`src/include/pwr_tick_defs.svh`:
```
// timing constants for the power-fail sequencer and mains tick
// assumes a 50 MHz core clock
`ifndef PWR_TICK_DEFS_SVH
`define PWR_TICK_DEFS_SVH
`define CLK_HZ            50000000
`define RST_DELAY_US      3000
`define RST_DELAY_CYC     ((`RST_DELAY_US * (`CLK_HZ / 1000000)))
`define RST_HOLD_MS       150
`define RST_HOLD_CYC      ((`RST_HOLD_MS * (`CLK_HZ / 1000)))
`define TICK_PERIOD_US    16667
`define TICK_MIN_CYC      ((`TICK_PERIOD_US * (`CLK_HZ / 1000000)) * 3 / 4)
`define PHASE_LO_DEG      270
`define PHASE_HI_DEG      330
`define STATUS_TICK_BIT   8
`define STATUS_W          9
`define SYNC_STAGES       2
`define CPU_CLK_HZ        9830400
`define SER_CLK_HZ        9830400
`endif

```
`src/include/pwr_tick_pkg.sv`:
```
// types shared by the power-fail sequencer files
package pwr_tick_pkg;
  typedef enum logic [1:0] {
    ST_RUN   = 2'b00,
    ST_NMI   = 2'b01,
    ST_RESET = 2'b11,
    ST_HOLD  = 2'b10
  } pf_state_e;
endpackage

```
`src/include/sync_if.sv`:
```
// carrier between top and the input synchroniser
// assumes both ends share clk
`timescale 1ns/1ps
interface sync_if;
  logic raw;
  logic synced;
  modport src (output raw, input synced);
  modport dst (input raw, output synced);
endinterface
```
`src/core/bit_sync.sv`:
```
// two-flop level synchroniser
// assumes the source level is held several clocks
`timescale 1ns/1ps
`include "pwr_tick_defs.svh"
module bit_sync #(
  parameter int STAGES = `SYNC_STAGES
) (
  // clock and reset
  input  wire logic clk,
  input  wire logic rst_b,
  // carried level
  sync_if.dst       s
);
  logic [STAGES-1:0] sh_q;
  logic [STAGES-1:0] sh_d;
  if (STAGES < 2) begin : g_bad_stages
    $error("bit_sync needs two stages");
  end
  always_comb begin
    sh_d = {sh_q[STAGES-2:0], s.raw};
  end
  always_ff @(posedge clk or negedge rst_b) begin
    if (!rst_b) begin
      sh_q <= '0;
    end else begin
      sh_q <= sh_d;
    end
  end
  assign s.synced = sh_q[STAGES-1];
endmodule

```
`src/core/power_fail_and_mains_tick.sv`:
```
// power-fail interrupt/reset sequencer and mains tick generator
// assumes power-fail sense and mains phase inputs are asynchronous levels
// Overview of operation
// - a power failure while running drives the nmi line low three clocks later (two-flop synchroniser plus register), for that alone
// - nmi stays low until the restart reset line has gone low
// - restart reset goes low 3 ms after nmi went low
// - restart reset stays low about 150 ms after power returns
// - the tick shares the irq line with the serial ports; cpu polls
// - one tick, irq and status bit 8 set, at most once per 3/4 of 1/60 s (about 12.5 ms)
// - the tick falls in the 270 to 330 degree window of the mains wave
// - a 9.8304 MHz processor clock enable is made here from the core clock by a phase accumulator
// - serial clock and baud rates do not derive from processor clock
`timescale 1ns/1ps
`include "pwr_tick_defs.svh"
module power_fail_and_mains_tick #(
  parameter int RST_DELAY_CYC = `RST_DELAY_CYC,
  parameter int RST_HOLD_CYC  = `RST_HOLD_CYC,
  parameter int TICK_MIN_CYC  = `TICK_MIN_CYC,
  parameter int CNT_W         = 24,
  parameter int CORE_HZ       = `CLK_HZ,
  parameter int CPU_HZ        = `CPU_CLK_HZ,
  parameter int SER_HZ        = `SER_CLK_HZ
) (
  // clock and reset
  input  wire logic                   clk,
  input  wire logic                   rst_b,
  // supervisory inputs
  input  wire logic                   power_fail,
  input  wire logic                   mains_phase_win,
  input  wire logic                   tick_ack,
  input  wire logic                   uart_irq_b,
  // processor lines
  output logic                        nmi_b,
  output logic                        restart_reset_line_b,
  output logic                        irq_b,
  output logic [`STATUS_W-1:0]        status,
  // clock-rate enables
  output logic                        cpu_clk_en,
  output logic                        ser_clk_en
);
  localparam int ACC_W = 27;

  if (RST_DELAY_CYC < 1 || RST_HOLD_CYC < 1 ||
      TICK_MIN_CYC < 1) begin : g_bad_cnt
    $error("timing counts must be positive");
  end
  if (RST_DELAY_CYC >= (1 << CNT_W) || RST_HOLD_CYC >= (1 << CNT_W) ||
      TICK_MIN_CYC >= (1 << CNT_W)) begin : g_bad_width
    $error("CNT_W too narrow");
  end
  if (CPU_HZ < 1 || SER_HZ < 1 || CPU_HZ >= CORE_HZ ||
      SER_HZ >= CORE_HZ ||
      CORE_HZ >= (1 << (ACC_W - 1))) begin : g_bad_rate
    $error("rate enables need 0 < rate < core clock");
  end

  sync_if pf_s ();
  sync_if ph_s ();
  assign pf_s.raw = power_fail;
  assign ph_s.raw = mains_phase_win;
  bit_sync #(.STAGES(`SYNC_STAGES)) u_pf_sync (
    .clk   (clk),
    .rst_b (rst_b),
    .s     (pf_s)
  );
  bit_sync #(.STAGES(`SYNC_STAGES)) u_ph_sync (
    .clk   (clk),
    .rst_b (rst_b),
    .s     (ph_s)
  );
  logic pf;
  logic ph;
  assign pf = pf_s.synced;
  assign ph = ph_s.synced;

  // power-fail sequencer
  pwr_tick_pkg::pf_state_e st_q;
  pwr_tick_pkg::pf_state_e st_d;
  logic [CNT_W-1:0]        cnt_q;
  logic [CNT_W-1:0]        cnt_d;
  logic                    nmi_b_q;
  logic                    nmi_b_d;
  logic                    rrl_b_q;
  logic                    rrl_b_d;

  always_comb begin
    st_d    = st_q;
    cnt_d   = cnt_q;
    nmi_b_d = nmi_b_q;
    rrl_b_d = rrl_b_q;
    case (st_q)
      pwr_tick_pkg::ST_RUN: begin
        cnt_d = '0;
        if (pf) begin
          nmi_b_d = 1'b0;
          st_d    = pwr_tick_pkg::ST_NMI;
        end
      end
      pwr_tick_pkg::ST_NMI: begin
        if (cnt_q == CNT_W'(RST_DELAY_CYC - 1)) begin
          rrl_b_d = 1'b0;
          cnt_d   = '0;
          st_d    = pwr_tick_pkg::ST_RESET;
        end else begin
          cnt_d = cnt_q + 1'b1;
        end
      end
      pwr_tick_pkg::ST_RESET: begin
        nmi_b_d = 1'b1;
        cnt_d   = '0;
        if (!pf) begin
          st_d = pwr_tick_pkg::ST_HOLD;
        end
      end
      pwr_tick_pkg::ST_HOLD: begin
        if (pf) begin
          cnt_d = '0;
          st_d  = pwr_tick_pkg::ST_RESET;
        end else if (cnt_q == CNT_W'(RST_HOLD_CYC - 1)) begin
          rrl_b_d = 1'b1;
          st_d    = pwr_tick_pkg::ST_RUN;
        end else begin
          cnt_d = cnt_q + 1'b1;
        end
      end
      default: begin
        st_d    = pwr_tick_pkg::ST_RUN;
        cnt_d   = '0;
        nmi_b_d = 1'b1;
        rrl_b_d = 1'b1;
      end
    endcase
  end

  always_ff @(posedge clk or negedge rst_b) begin
    if (!rst_b) begin
      st_q    <= pwr_tick_pkg::ST_HOLD;
      cnt_q   <= '0;
      nmi_b_q <= 1'b1;
      rrl_b_q <= 1'b0;
    end else begin
      st_q    <= st_d;
      cnt_q   <= cnt_d;
      nmi_b_q <= nmi_b_d;
      rrl_b_q <= rrl_b_d;
    end
  end

  // mains tick: one per entry into the phase window, rate limited
  logic             ph_q;
  logic             ph_d;
  logic [CNT_W-1:0] gap_q;
  logic [CNT_W-1:0] gap_d;
  logic             flag_q;
  logic             flag_d;
  logic             fire;

  always_comb begin
    ph_d   = ph;
    fire   = ph && !ph_q && (gap_q == '0) && rrl_b_q;
    gap_d  = gap_q;
    if (fire) begin
      gap_d = CNT_W'(TICK_MIN_CYC - 1);
    end else if (gap_q != '0) begin
      gap_d = gap_q - 1'b1;
    end
    flag_d = flag_q;
    if (fire) begin
      flag_d = 1'b1;
    end else if (tick_ack) begin
      flag_d = 1'b0;
    end
  end

  always_ff @(posedge clk or negedge rst_b) begin
    if (!rst_b) begin
      ph_q   <= 1'b0;
      gap_q  <= '0;
      flag_q <= 1'b0;
    end else begin
      ph_q   <= ph_d;
      gap_q  <= gap_d;
      flag_q <= flag_d;
    end
  end

  // rate enables from phase accumulators: exact average for a non-integer
  // ratio; the serial one has its own accumulator so a processor rate
  // change leaves the baud clock alone
  logic [1:0] rate_en;
  for (genvar g = 0; g < 2; g++) begin : g_rate
    localparam int INC = (g == 0) ? CPU_HZ : SER_HZ;
    logic [ACC_W-1:0] acc_q;
    logic [ACC_W-1:0] acc_d;
    logic [ACC_W-1:0] sum;
    logic             en_q;
    logic             en_d;
    always_comb begin
      sum   = acc_q + ACC_W'(INC);
      en_d  = (sum >= ACC_W'(CORE_HZ));
      acc_d = en_d ? sum - ACC_W'(CORE_HZ) : sum;
    end
    always_ff @(posedge clk or negedge rst_b) begin
      if (!rst_b) begin
        acc_q <= '0;
        en_q  <= 1'b0;
      end else begin
        acc_q <= acc_d;
        en_q  <= en_d;
      end
    end
    assign rate_en[g] = en_q;
  end

  assign nmi_b                = nmi_b_q;
  assign restart_reset_line_b = rrl_b_q;
  assign irq_b   = uart_irq_b & ~flag_q;
  assign status  = {flag_q, {(`STATUS_W-1){1'b0}}};
  assign cpu_clk_en = rate_en[0];
  assign ser_clk_en = rate_en[1];
endmodule

```
`config.mk`:
```
export PLATFORM = sky130hd
export DESIGN_NAME = power_fail_and_mains_tick
export DESIGN_NICKNAME = d
export VERILOG_FILES = /design/src/include/pwr_tick_pkg.sv /design/src/include/sync_if.sv /design/src/core/bit_sync.sv /design/src/core/power_fail_and_mains_tick.sv
export VERILOG_INCLUDE_DIRS = /design/src /design/src/include
export SDC_FILE = /design/constraint.sdc
export NUM_CORES = 1
export LEC_CHECK = 0
export BUFFER_PORTS_ARGS = -buffer_cell sky130_fd_sc_hd__buf_4
export CAP_MARGIN = 10
export CORE_AREA = 10 10 122 124
export CTS_CLUSTER_DIAMETER = 150
export DETAILED_ROUTE_END_ITERATION = 6
export DIE_AREA = 0 0 132 134
export PLACE_DENSITY = 0.73
export SYNTH_ARGS = -nofsm -noshare
export SYNTH_HDL_FRONTEND = slang
export SYNTH_SLANG_ARGS = --single-unit
```
`constraint.sdc`:
```
create_clock -name clk -period 2.59 [get_ports clk]
set_input_delay 0.1295 -clock clk [delete_from_list [all_inputs] [get_ports clk]]
set_output_delay 0.1295 -clock clk [all_outputs]
set_load 0.005 [all_outputs]
```
==> results of run 1 <==
## worst max-delay path, cell delays in order (launching register included)
cell and delay [ps]:
dfrtp_1 420, inv_1 60, ha_1 190, and2b_1 250, o21bai_4 90, xnor2_2 290, nand4b_1 180, o21a_1 250
buf_4 200, nor4b_2 320, xor2_1 180
## Yosys cell counts, types with 3 or more instances
library cell	instances	area share (%)
and3_1	12	1.3
dfrtp_1	98	44
or3_1	10	1.1
o21ai_1	4	0.36
a21oi_1	23	2.1
xnor2_1	43	6.7
o211ai_1	3	0.40
nand3_1	18	1.6
nor3_2	4	0.72
nor4_1	6	0.67
buf_2	5	0.45
nor2b_1	5	0.56
o21ai_0	20	1.8
ha_1	10	2.2
a21o_1	7	0.94
nor2_1	58	3.9
nor3b_1	3	0.40
and4_1	3	0.47
mux2i_1	5	0.90
nand4b_1	3	0.47
nand4_1	8	0.90
o21a_1	3	0.40
buf_4	13	1.7
a31oi_1	6	0.67
inv_1	22	1.5
nand2_1	52	3.5
nor3_1	21	1.9
nand2b_1	7	0.78
xor2_1	34	5.3
a211oi_1	3	0.40
o31ai_1	4	0.54
## layout by cell type (no fill, tap or decap), types with 12 or more instances in the layout
master / Yosys / layout
nand2_1: 52 / 52
xnor2_1: 43 / 43
buf_4: 13 / 24
xor2_1: 34 / 34
and3_1: 12 / 12
inv_1: 22 / 20
dfrtp_1: 98 / 98
nor3_1: 21 / 21
a21oi_1: 23 / 23
nor2_1: 58 / 58
o21ai_0: 20 / 20
nand3_1: 18 / 18
## power by group
group / total (uW) / internal (uW) / switching (uW)
registers: 1680 / 1610 / 64.8
logic: 190 / 91.9 / 97.9
clock network: 1430 / 872 / 555
## metal layers
metal	up-vias	track usage, %	share of wire [%]	routed length, um
li1	2033	-	-	-
met1	1965	14.28	46	4827
met2	62	21.10	50	5264
met3	14	2.913	2.8	295
met4	0	5.562	1.7	180
met5	-	0	0	0
## timing repair
action / in CTS / in global routing
resized for setup: 0 / 4
buffers inserted: 0 / 4
hold buffers: 4 / 0
setup endpoints to repair: 0 / 2
hold endpoints to repair: 53 / 0
## cells by family (layout without fill, tap and decap cells)
group / after synthesis / after routing / synth area share [%]
AND/OR/NAND/NOR: 235 / 235 / 23.28
flip-flops: 100 / 100 / 44.82
AO/OA/AOI/OAI: 98 / 98 / 12.07
XOR/XNOR: 78 / 78 / 12.36
buffers and inverters: 45 / 70 / 4.276
adder cells (fa/ha/maj): 10 / 10 / 2.239
multiplexers: 5 / 5 / 0.8955
other: 1 / 8 / 0.06709
## per-stage QoR
stage                     cell area (sq um)  hold WS [ps]  cells  utilization (%)
after CTS                              6247         349.1    772            50.12
after global placement                 5888         209.9    752            47.23
after floorplan                        5615        -166.1    579                -
final                                  6294         349.3    776            50.49
after global routing                   6294         352.9    776            50.49
after detailed placement               5888         216.9    752            47.23
## worst min path at each step
stage                                      to  slack (ps)  cells after the start
after detailed placement  g_rate[1].acc_q[19]         220                      1
final                       u_pf_sync.sh_q[1]         350                      0
after CTS                   u_pf_sync.sh_q[1]         350                      0
after global routing        u_pf_sync.sh_q[1]         350                      0
after floorplan                      cnt_q[0]        -170                      0
after global placement    g_rate[1].acc_q[19]         210                      1
## registers in the layout (all words and copies together) (netlist names)
register	cells
u_ph_sync.sh_q	2
cnt_q	24
g_rate.acc_q	40
u_pf_sync.sh_q	2
nmi_b	1
ser_clk_en	1
ph_q	1
restart_reset_line_b	1
st_q	2
flag_q	1
gap_q	24
cpu_clk_en	1
## layout make-up
class	count	area, sq um	area share, %
Sequential cell	100	2505	39.80
Clock buffer	12	246.5	3.916
Tap cell	172	215.2	3.419
Clock inverter	4	72.57	1.153
Multi-Input combinational cell	434	2884	45.83
Inverter	23	90.09	1.431
Timing Repair Buffer	31	280.3	4.453
==> results.tsv, run 1 <==
stage	metric	value	unit
status	status	complete, no violations	
drt	WL/cell	13.62	um
worst_setup_path	Critical Path End	g_rate[1].acc_q[11]	
timing	Tmin final	2503	ps
timing	Max Freq	0.3995	GHz
worst_setup_path	Crit Path Max Fanout	11	
global_routing	vias in the first global route	4074	
logic_synthesis	FFs w/ async S/R, synth	100.0	%
layout	n_diodes	0	
floorplan	num rows	41	
worst_setup_path	Worst setup SP type	flip-flop	
placed_design	GPL Wtd Cong	0.8388	
logic_synthesis	sequential fraction of the synthesis area	44.82	%
min_path	Hold Crit Start	u_pf_sync.sh_q[0]	
layout	Nets	615	
worst_setup_path	R2R Setup Slk	90	ps
timing	Final TNS setup	0	ps
floorplan	Top-Level Pins	20	
layout	Area Growth Syn to Fin	12.60	%
timing	clk_skew	6.229	ps
min_path	Hold Crit Class	flip-flop to flip-flop	
timing	RSZ-0062 raised after global routing	true	
drt	initial DRC count	276	
logic_synthesis	Yosys cell types	73	
power_and_ir_drop	total power	3296	uW
flow_run	max_cap viols	0	
layout	Fillers	1115	
timing	Relative slew margins	54.28	%
layout	layout cells sized above 1	12.25	%
global_routing	remaining global-route overflow	0	
logic_synthesis	Post-synth EDFFs	0	
worst_setup_path	kind of critical path	flip-flop to flip-flop	
drt	final wirelength	10570	um
logic_synthesis	Avg Cell Area, Syn	9.771	sq um
floorplan	die area	0.01769	sq mm
clocking	Max Buffers Root-to-Sink	2	
timing	fin. max-slew vios	0	
clocking	CTS tree	done	
drt	TritonRoute pass-1 iters	5	
placed_design	# port buffers	11	
worst_setup_path	crit end category	flip-flop	
timing	setup violators final	0	
worst_setup_path	reg2reg path depth	10	
logic_synthesis	#FFs+latches synth	100	
worst_setup_path	Worst setup startpoint	g_rate[1].acc_q[18]	
timing	Worst Setup Slack, final	86.73	ps
floorplan	core area	0.01247	sq mm
clocking	CTS root buf	clkbuf_16	
logic_synthesis	Yosys warnings	0	
global_routing	GRT Total Usage	12.29	%
clocking	CTS H-tree lvls	3	
power_and_ir_drop	leakage power	0.002851	uW
placed_design	DP HPWL	7622	um
worst_setup_path	CP required	2860	ps
drt	Routed Antenna Nets	0	
floorplan	Die H	134	um
worst_setup_path	Worst EP arrival	2770	ps
drt	DRC	0	
clocking	clock latency on the worst-skew pair	340	ps
global_routing	initial antenna violation count	0	
timing	Fin. Hold Viols	0	
worst_setup_path	launching point of the worst reg2reg path	g_rate[1].acc_q[18]	
logic_synthesis	synthesized area	0.005589	sq mm
floorplan	Initial Utilization	44.84	%
timing	Tcrit/Tclk final	96.65	%
drt	via count	4074	
clocking	Clk pin slew, worst setup/hold paths	70	ps
global_routing	global-route wire length before repair	18460	um
clocking	Inserted Clock Buffers	9	
power_and_ir_drop	PwrDens	523.7	mW/mm^2
logic_synthesis	Mapped Cells	572	
floorplan	die width	132	um
power_and_ir_drop	Worst VDD drop	0.0003434	V
global_routing	largest net degree at the start of global routing	54	
worst_setup_path	R2R Path End	g_rate[1].acc_q[11]	
timing	Worst Tran Pin Value	685.7	ps
logic_synthesis	Most used DFF post-synth	dfrtp_1	
drt	vias per cell	5.250	
placed_design	pre-CTS setup slack	104.1	ps
clocking	Sink Count	100	
(Power assumes the default switching activity.)
==> run 2, diff against run 1 <==
--- a/config.mk
+++ b/config.mk
@@ -6,7 +6,7 @@
 export SDC_FILE = /design/constraint.sdc
 export NUM_CORES = 1
 export LEC_CHECK = 0
-export BUFFER_PORTS_ARGS = -buffer_cell sky130_fd_sc_hd__buf_4
+export BUFFER_PORTS_ARGS = -buffer_cell sky130_fd_sc_hd__buf_2
 export CAP_MARGIN = 10
 export CORE_AREA = 10 10 122 124
 export CTS_CLUSTER_DIAMETER = 150
@@ -16,3 +16,4 @@
 export SYNTH_ARGS = -nofsm -noshare
 export SYNTH_HDL_FRONTEND = slang
 export SYNTH_SLANG_ARGS = --single-unit
+export TNS_END_PERCENT = 50
==> results.tsv, run 2 (same netlist as run 1, synthesis figures left out) <==
stage	metric	value	unit	change
power_and_ir_drop	Comb power frac	5.5	%	was 5.8%
timing	Max Freq	0.4029	GHz	was 0.3995 GHz
layout	Most flops, register	g_rate.acc_q		unchanged
layout	Nets	617		was 615
clocking	Sink Count	100		unchanged
timing	clk_skew	9.188	ps	was 6.229 ps
power_and_ir_drop	net switching power	749.0	uW	was 717.5 uW
timing	Relative slew margins	62.49	%	was 54.28%
drt	vias per cell	5.384		was 5.250
layout	Area Growth Syn to Fin	12.85	%	was 12.60%
worst_setup_path	most frequent CP cell	o211ai_1		
timing	setup violators final	0		unchanged
drt	DRC	0		unchanged
worst_setup_path	CP delay by family, top	simple AND/OR/NAND/NOR gates		unchanged
clocking	Clk pin slew, worst setup/hold paths	70	ps	about the same
floorplan	Die H	134	um	unchanged
global_routing	GRT Total Usage	12.36	%	was 12.29%
drt	via count	4189		was 4,074
layout	Seq. cell area	0.002505	sq mm	unchanged
placed_design	DP HPWL	7495	um	was 7622 um
worst_setup_path	Worst setup SP type	flip-flop		unchanged
layout	most frequent cells in the layout	98 x dfrtp_1, 58 x nor2_1, 52 x nand2_1		unchanged
floorplan	core area	0.01247	sq mm	unchanged
layout	max FFs per register	40		unchanged
layout	Fillers	1076		was 1,115
floorplan	num rows	41		unchanged
worst_setup_path	Worst EP arrival	2730	ps	was 2770 ps
drt	final wirelength	10750	um	was 10,570 um
worst_setup_path	crit end category	flip-flop		unchanged
power_and_ir_drop	internal power	2651	uW	was 2579 uW
clocking	CTS tree	done		unchanged
power_and_ir_drop	leakage power	0.002869	uW	was 0.002851 uW
clocking	clock latency on the worst-skew pair	340	ps	about the same
floorplan	Initial Utilization	44.84	%	unchanged
timing	Tmin final	2482	ps	was 2503 ps
global_routing	initial antenna violation count	0		unchanged
global_routing	met2 usage	20.51	%	was 21.10%
status	status	complete, no violations		unchanged
drt	TritonRoute pass-1 iters	4		was 5
global_routing	GR Util met1	15.30	%	was 14.28%
drt	initial DRC count	257		was 276
flow_run	max_cap viols	0		unchanged
worst_setup_path	Critical path buffers and inverters	2		unchanged
power_and_ir_drop	Worst VDD drop	0.0004037	V	was 0.0003434 V
global_routing	global-route wire length before repair	18840	um	was 18,460 um
worst_setup_path	Slowest Stage Delay on Critical Path	480	ps	was 420 ps
global_routing	vias in the first global route	4105		was 4,074
timing	Hold WS	315.7	ps	was 349.3 ps
clocking	CTS root buf	clkbuf_16		unchanged
timing	RSZ-0062 raised after global routing	true		unchanged
min_path	Hold Crit Class	primary input to asynchronous set/reset pin		was flip-flop to flip-flop
worst_setup_path	CP required	2840	ps	was 2860 ps
floorplan	die width	132	um	unchanged
clocking	CTS H-tree lvls	3		unchanged
power_and_ir_drop	clock network power share	45.1	%	was 43.3%
timing	Worst Setup Slack, final	107.7	ps	was 86.73 ps
worst_setup_path	R2R Setup Slk	110	ps	was 90 ps
power_and_ir_drop	share of power burned in registers	49.4	%	was 51.0%
clocking	Inserted Clock Buffers	9		unchanged
timing	Tcrit/Tclk final	95.84	%	was 96.65%
timing	Worst Tran Pin Value	556.7	ps	was 685.7 ps
power_and_ir_drop	switching part of the total	22.03	%	was 21.77%
layout	largest registers	g_rate.acc_q (40), cnt_q (24), gap_q (24)		unchanged
layout	commonest non-fill, non-tap cell in the layout	dfrtp_1		unchanged
placed_design	GPL Wtd Cong	0.8618		was 0.8388
worst_setup_path	kind of critical path	flip-flop to flip-flop		unchanged
drt	WL/cell	13.82	um	was 13.62 um
global_routing	global routing usage on met3	2.801	%	was 2.913%
worst_setup_path	Crit Path Max Fanout	5		was 11
power_and_ir_drop	PwrDens	539.1	mW/mm^2	was 523.7 mW/mm^2
worst_setup_path	CP max-delay cell	or4b_4		was dfrtp_1
layout	area of the multi-input gates	0.002912	sq mm	was 0.002884 sq mm
floorplan	die area	0.01769	sq mm	unchanged
layout	Core Util, Final	50.60	%	was 50.49%
drt	Routed Antenna Nets	0		unchanged
placed_design	# port buffers	11		unchanged
timing	fin. max-slew vios	0		unchanged
placed_design	pre-CTS setup slack	119.6	ps	was 104.1 ps
global_routing	remaining global-route overflow	0		unchanged
layout	n_diodes	0		unchanged
floorplan	Top-Level Pins	20		unchanged
global_routing	largest net degree at the start of global routing	58		was 54
worst_setup_path	cells along the critical path	inv_1 > ha_2 > or4b_4 > o211ai_1 > o211ai_1 > nand4b_1 > o21a_1 > clkinvlp_4 > and4_1 > a311oi_2		was inv_1 > ha_1 > and2b_1 > o21bai_4 > xnor2_2 > nand4b_1 > o21a_1 > buf_4 > nor4b_2 > xor2_1
global_routing	global route hottest layer	met2		unchanged
clocking	Max Buffers Root-to-Sink	2		unchanged
layout	layout cells sized above 1	13.04	%	was 12.25%
timing	Fin. Hold Viols	0		unchanged
==> run 2: worst paths after layout <==
check,from,end,cells after the start
worst max-delay path,g_rate[1].acc_q[7],g_rate[1].acc_q[20],10
min in group clk,u_ph_sync.sh_q[1],ph_q,0
worst min register to register,u_ph_sync.sh_q[1],ph_q,0
worst min-delay path,rst_b,g_rate[1].acc_q[16],2
worst max register to register,g_rate[1].acc_q[7],g_rate[1].acc_q[20],10
max in group asynchronous,rst_b,st_q[1],3
==> run 2: through the flow <==
| step | power (uW) | instances | instance area, sq um | setup TNS [ps] |
|---|---|---|---|---|
| global route | 3539 | 778 | 6307 | -28.60 |
| finish | 3400 | 778 | 6307 | 0 |
| global placement | 1886 | 752 | 5838 | 0 |
| floorplan | 1830 | 579 | 5615 | 0 |
| CTS | 3432 | 772 | 6218 | 0 |
| detailed placement | 1894 | 752 | 5838 | 0 |
==> run 2: metal layers <==
layer | vias up | share of wire [%]
met5 | - | 0
li1 | 2036 | -
met2 | 64 | 50
met3 | 15 | 3.5
met4 | 0 | 1.7
met1 | 2074 | 45
==> run 2: power by group through the flow <==
stage	registers, uW	logic (uW)	clock network (uW)
floorplan	1690	140	0
global placement	1700	181	0
detailed placement	1700	189	0
CTS	1680	192	1560
global route	1690	218	1630
finish	1680	189	1530
==> run 2: cell type report <==
cell class                      count  share of cell area, %
Timing Repair Buffer               33                  3.888
Sequential cell                   100                  39.71
Clock inverter                      6                  1.766
Multi-Input combinational cell    434                  46.16
Clock buffer                       10                  3.630
Inverter                           23                  1.428
Tap cell                          172                  3.412
==> run 2: what timing repair did <==
item | 4_1_cts | 5_1_grt
buffers inserted | 0 | 6
hold endpoints to repair | 46 | 0
resized for setup | 0 | 7
hold buffers | 4 | 0
setup endpoints to repair | 0 | 18
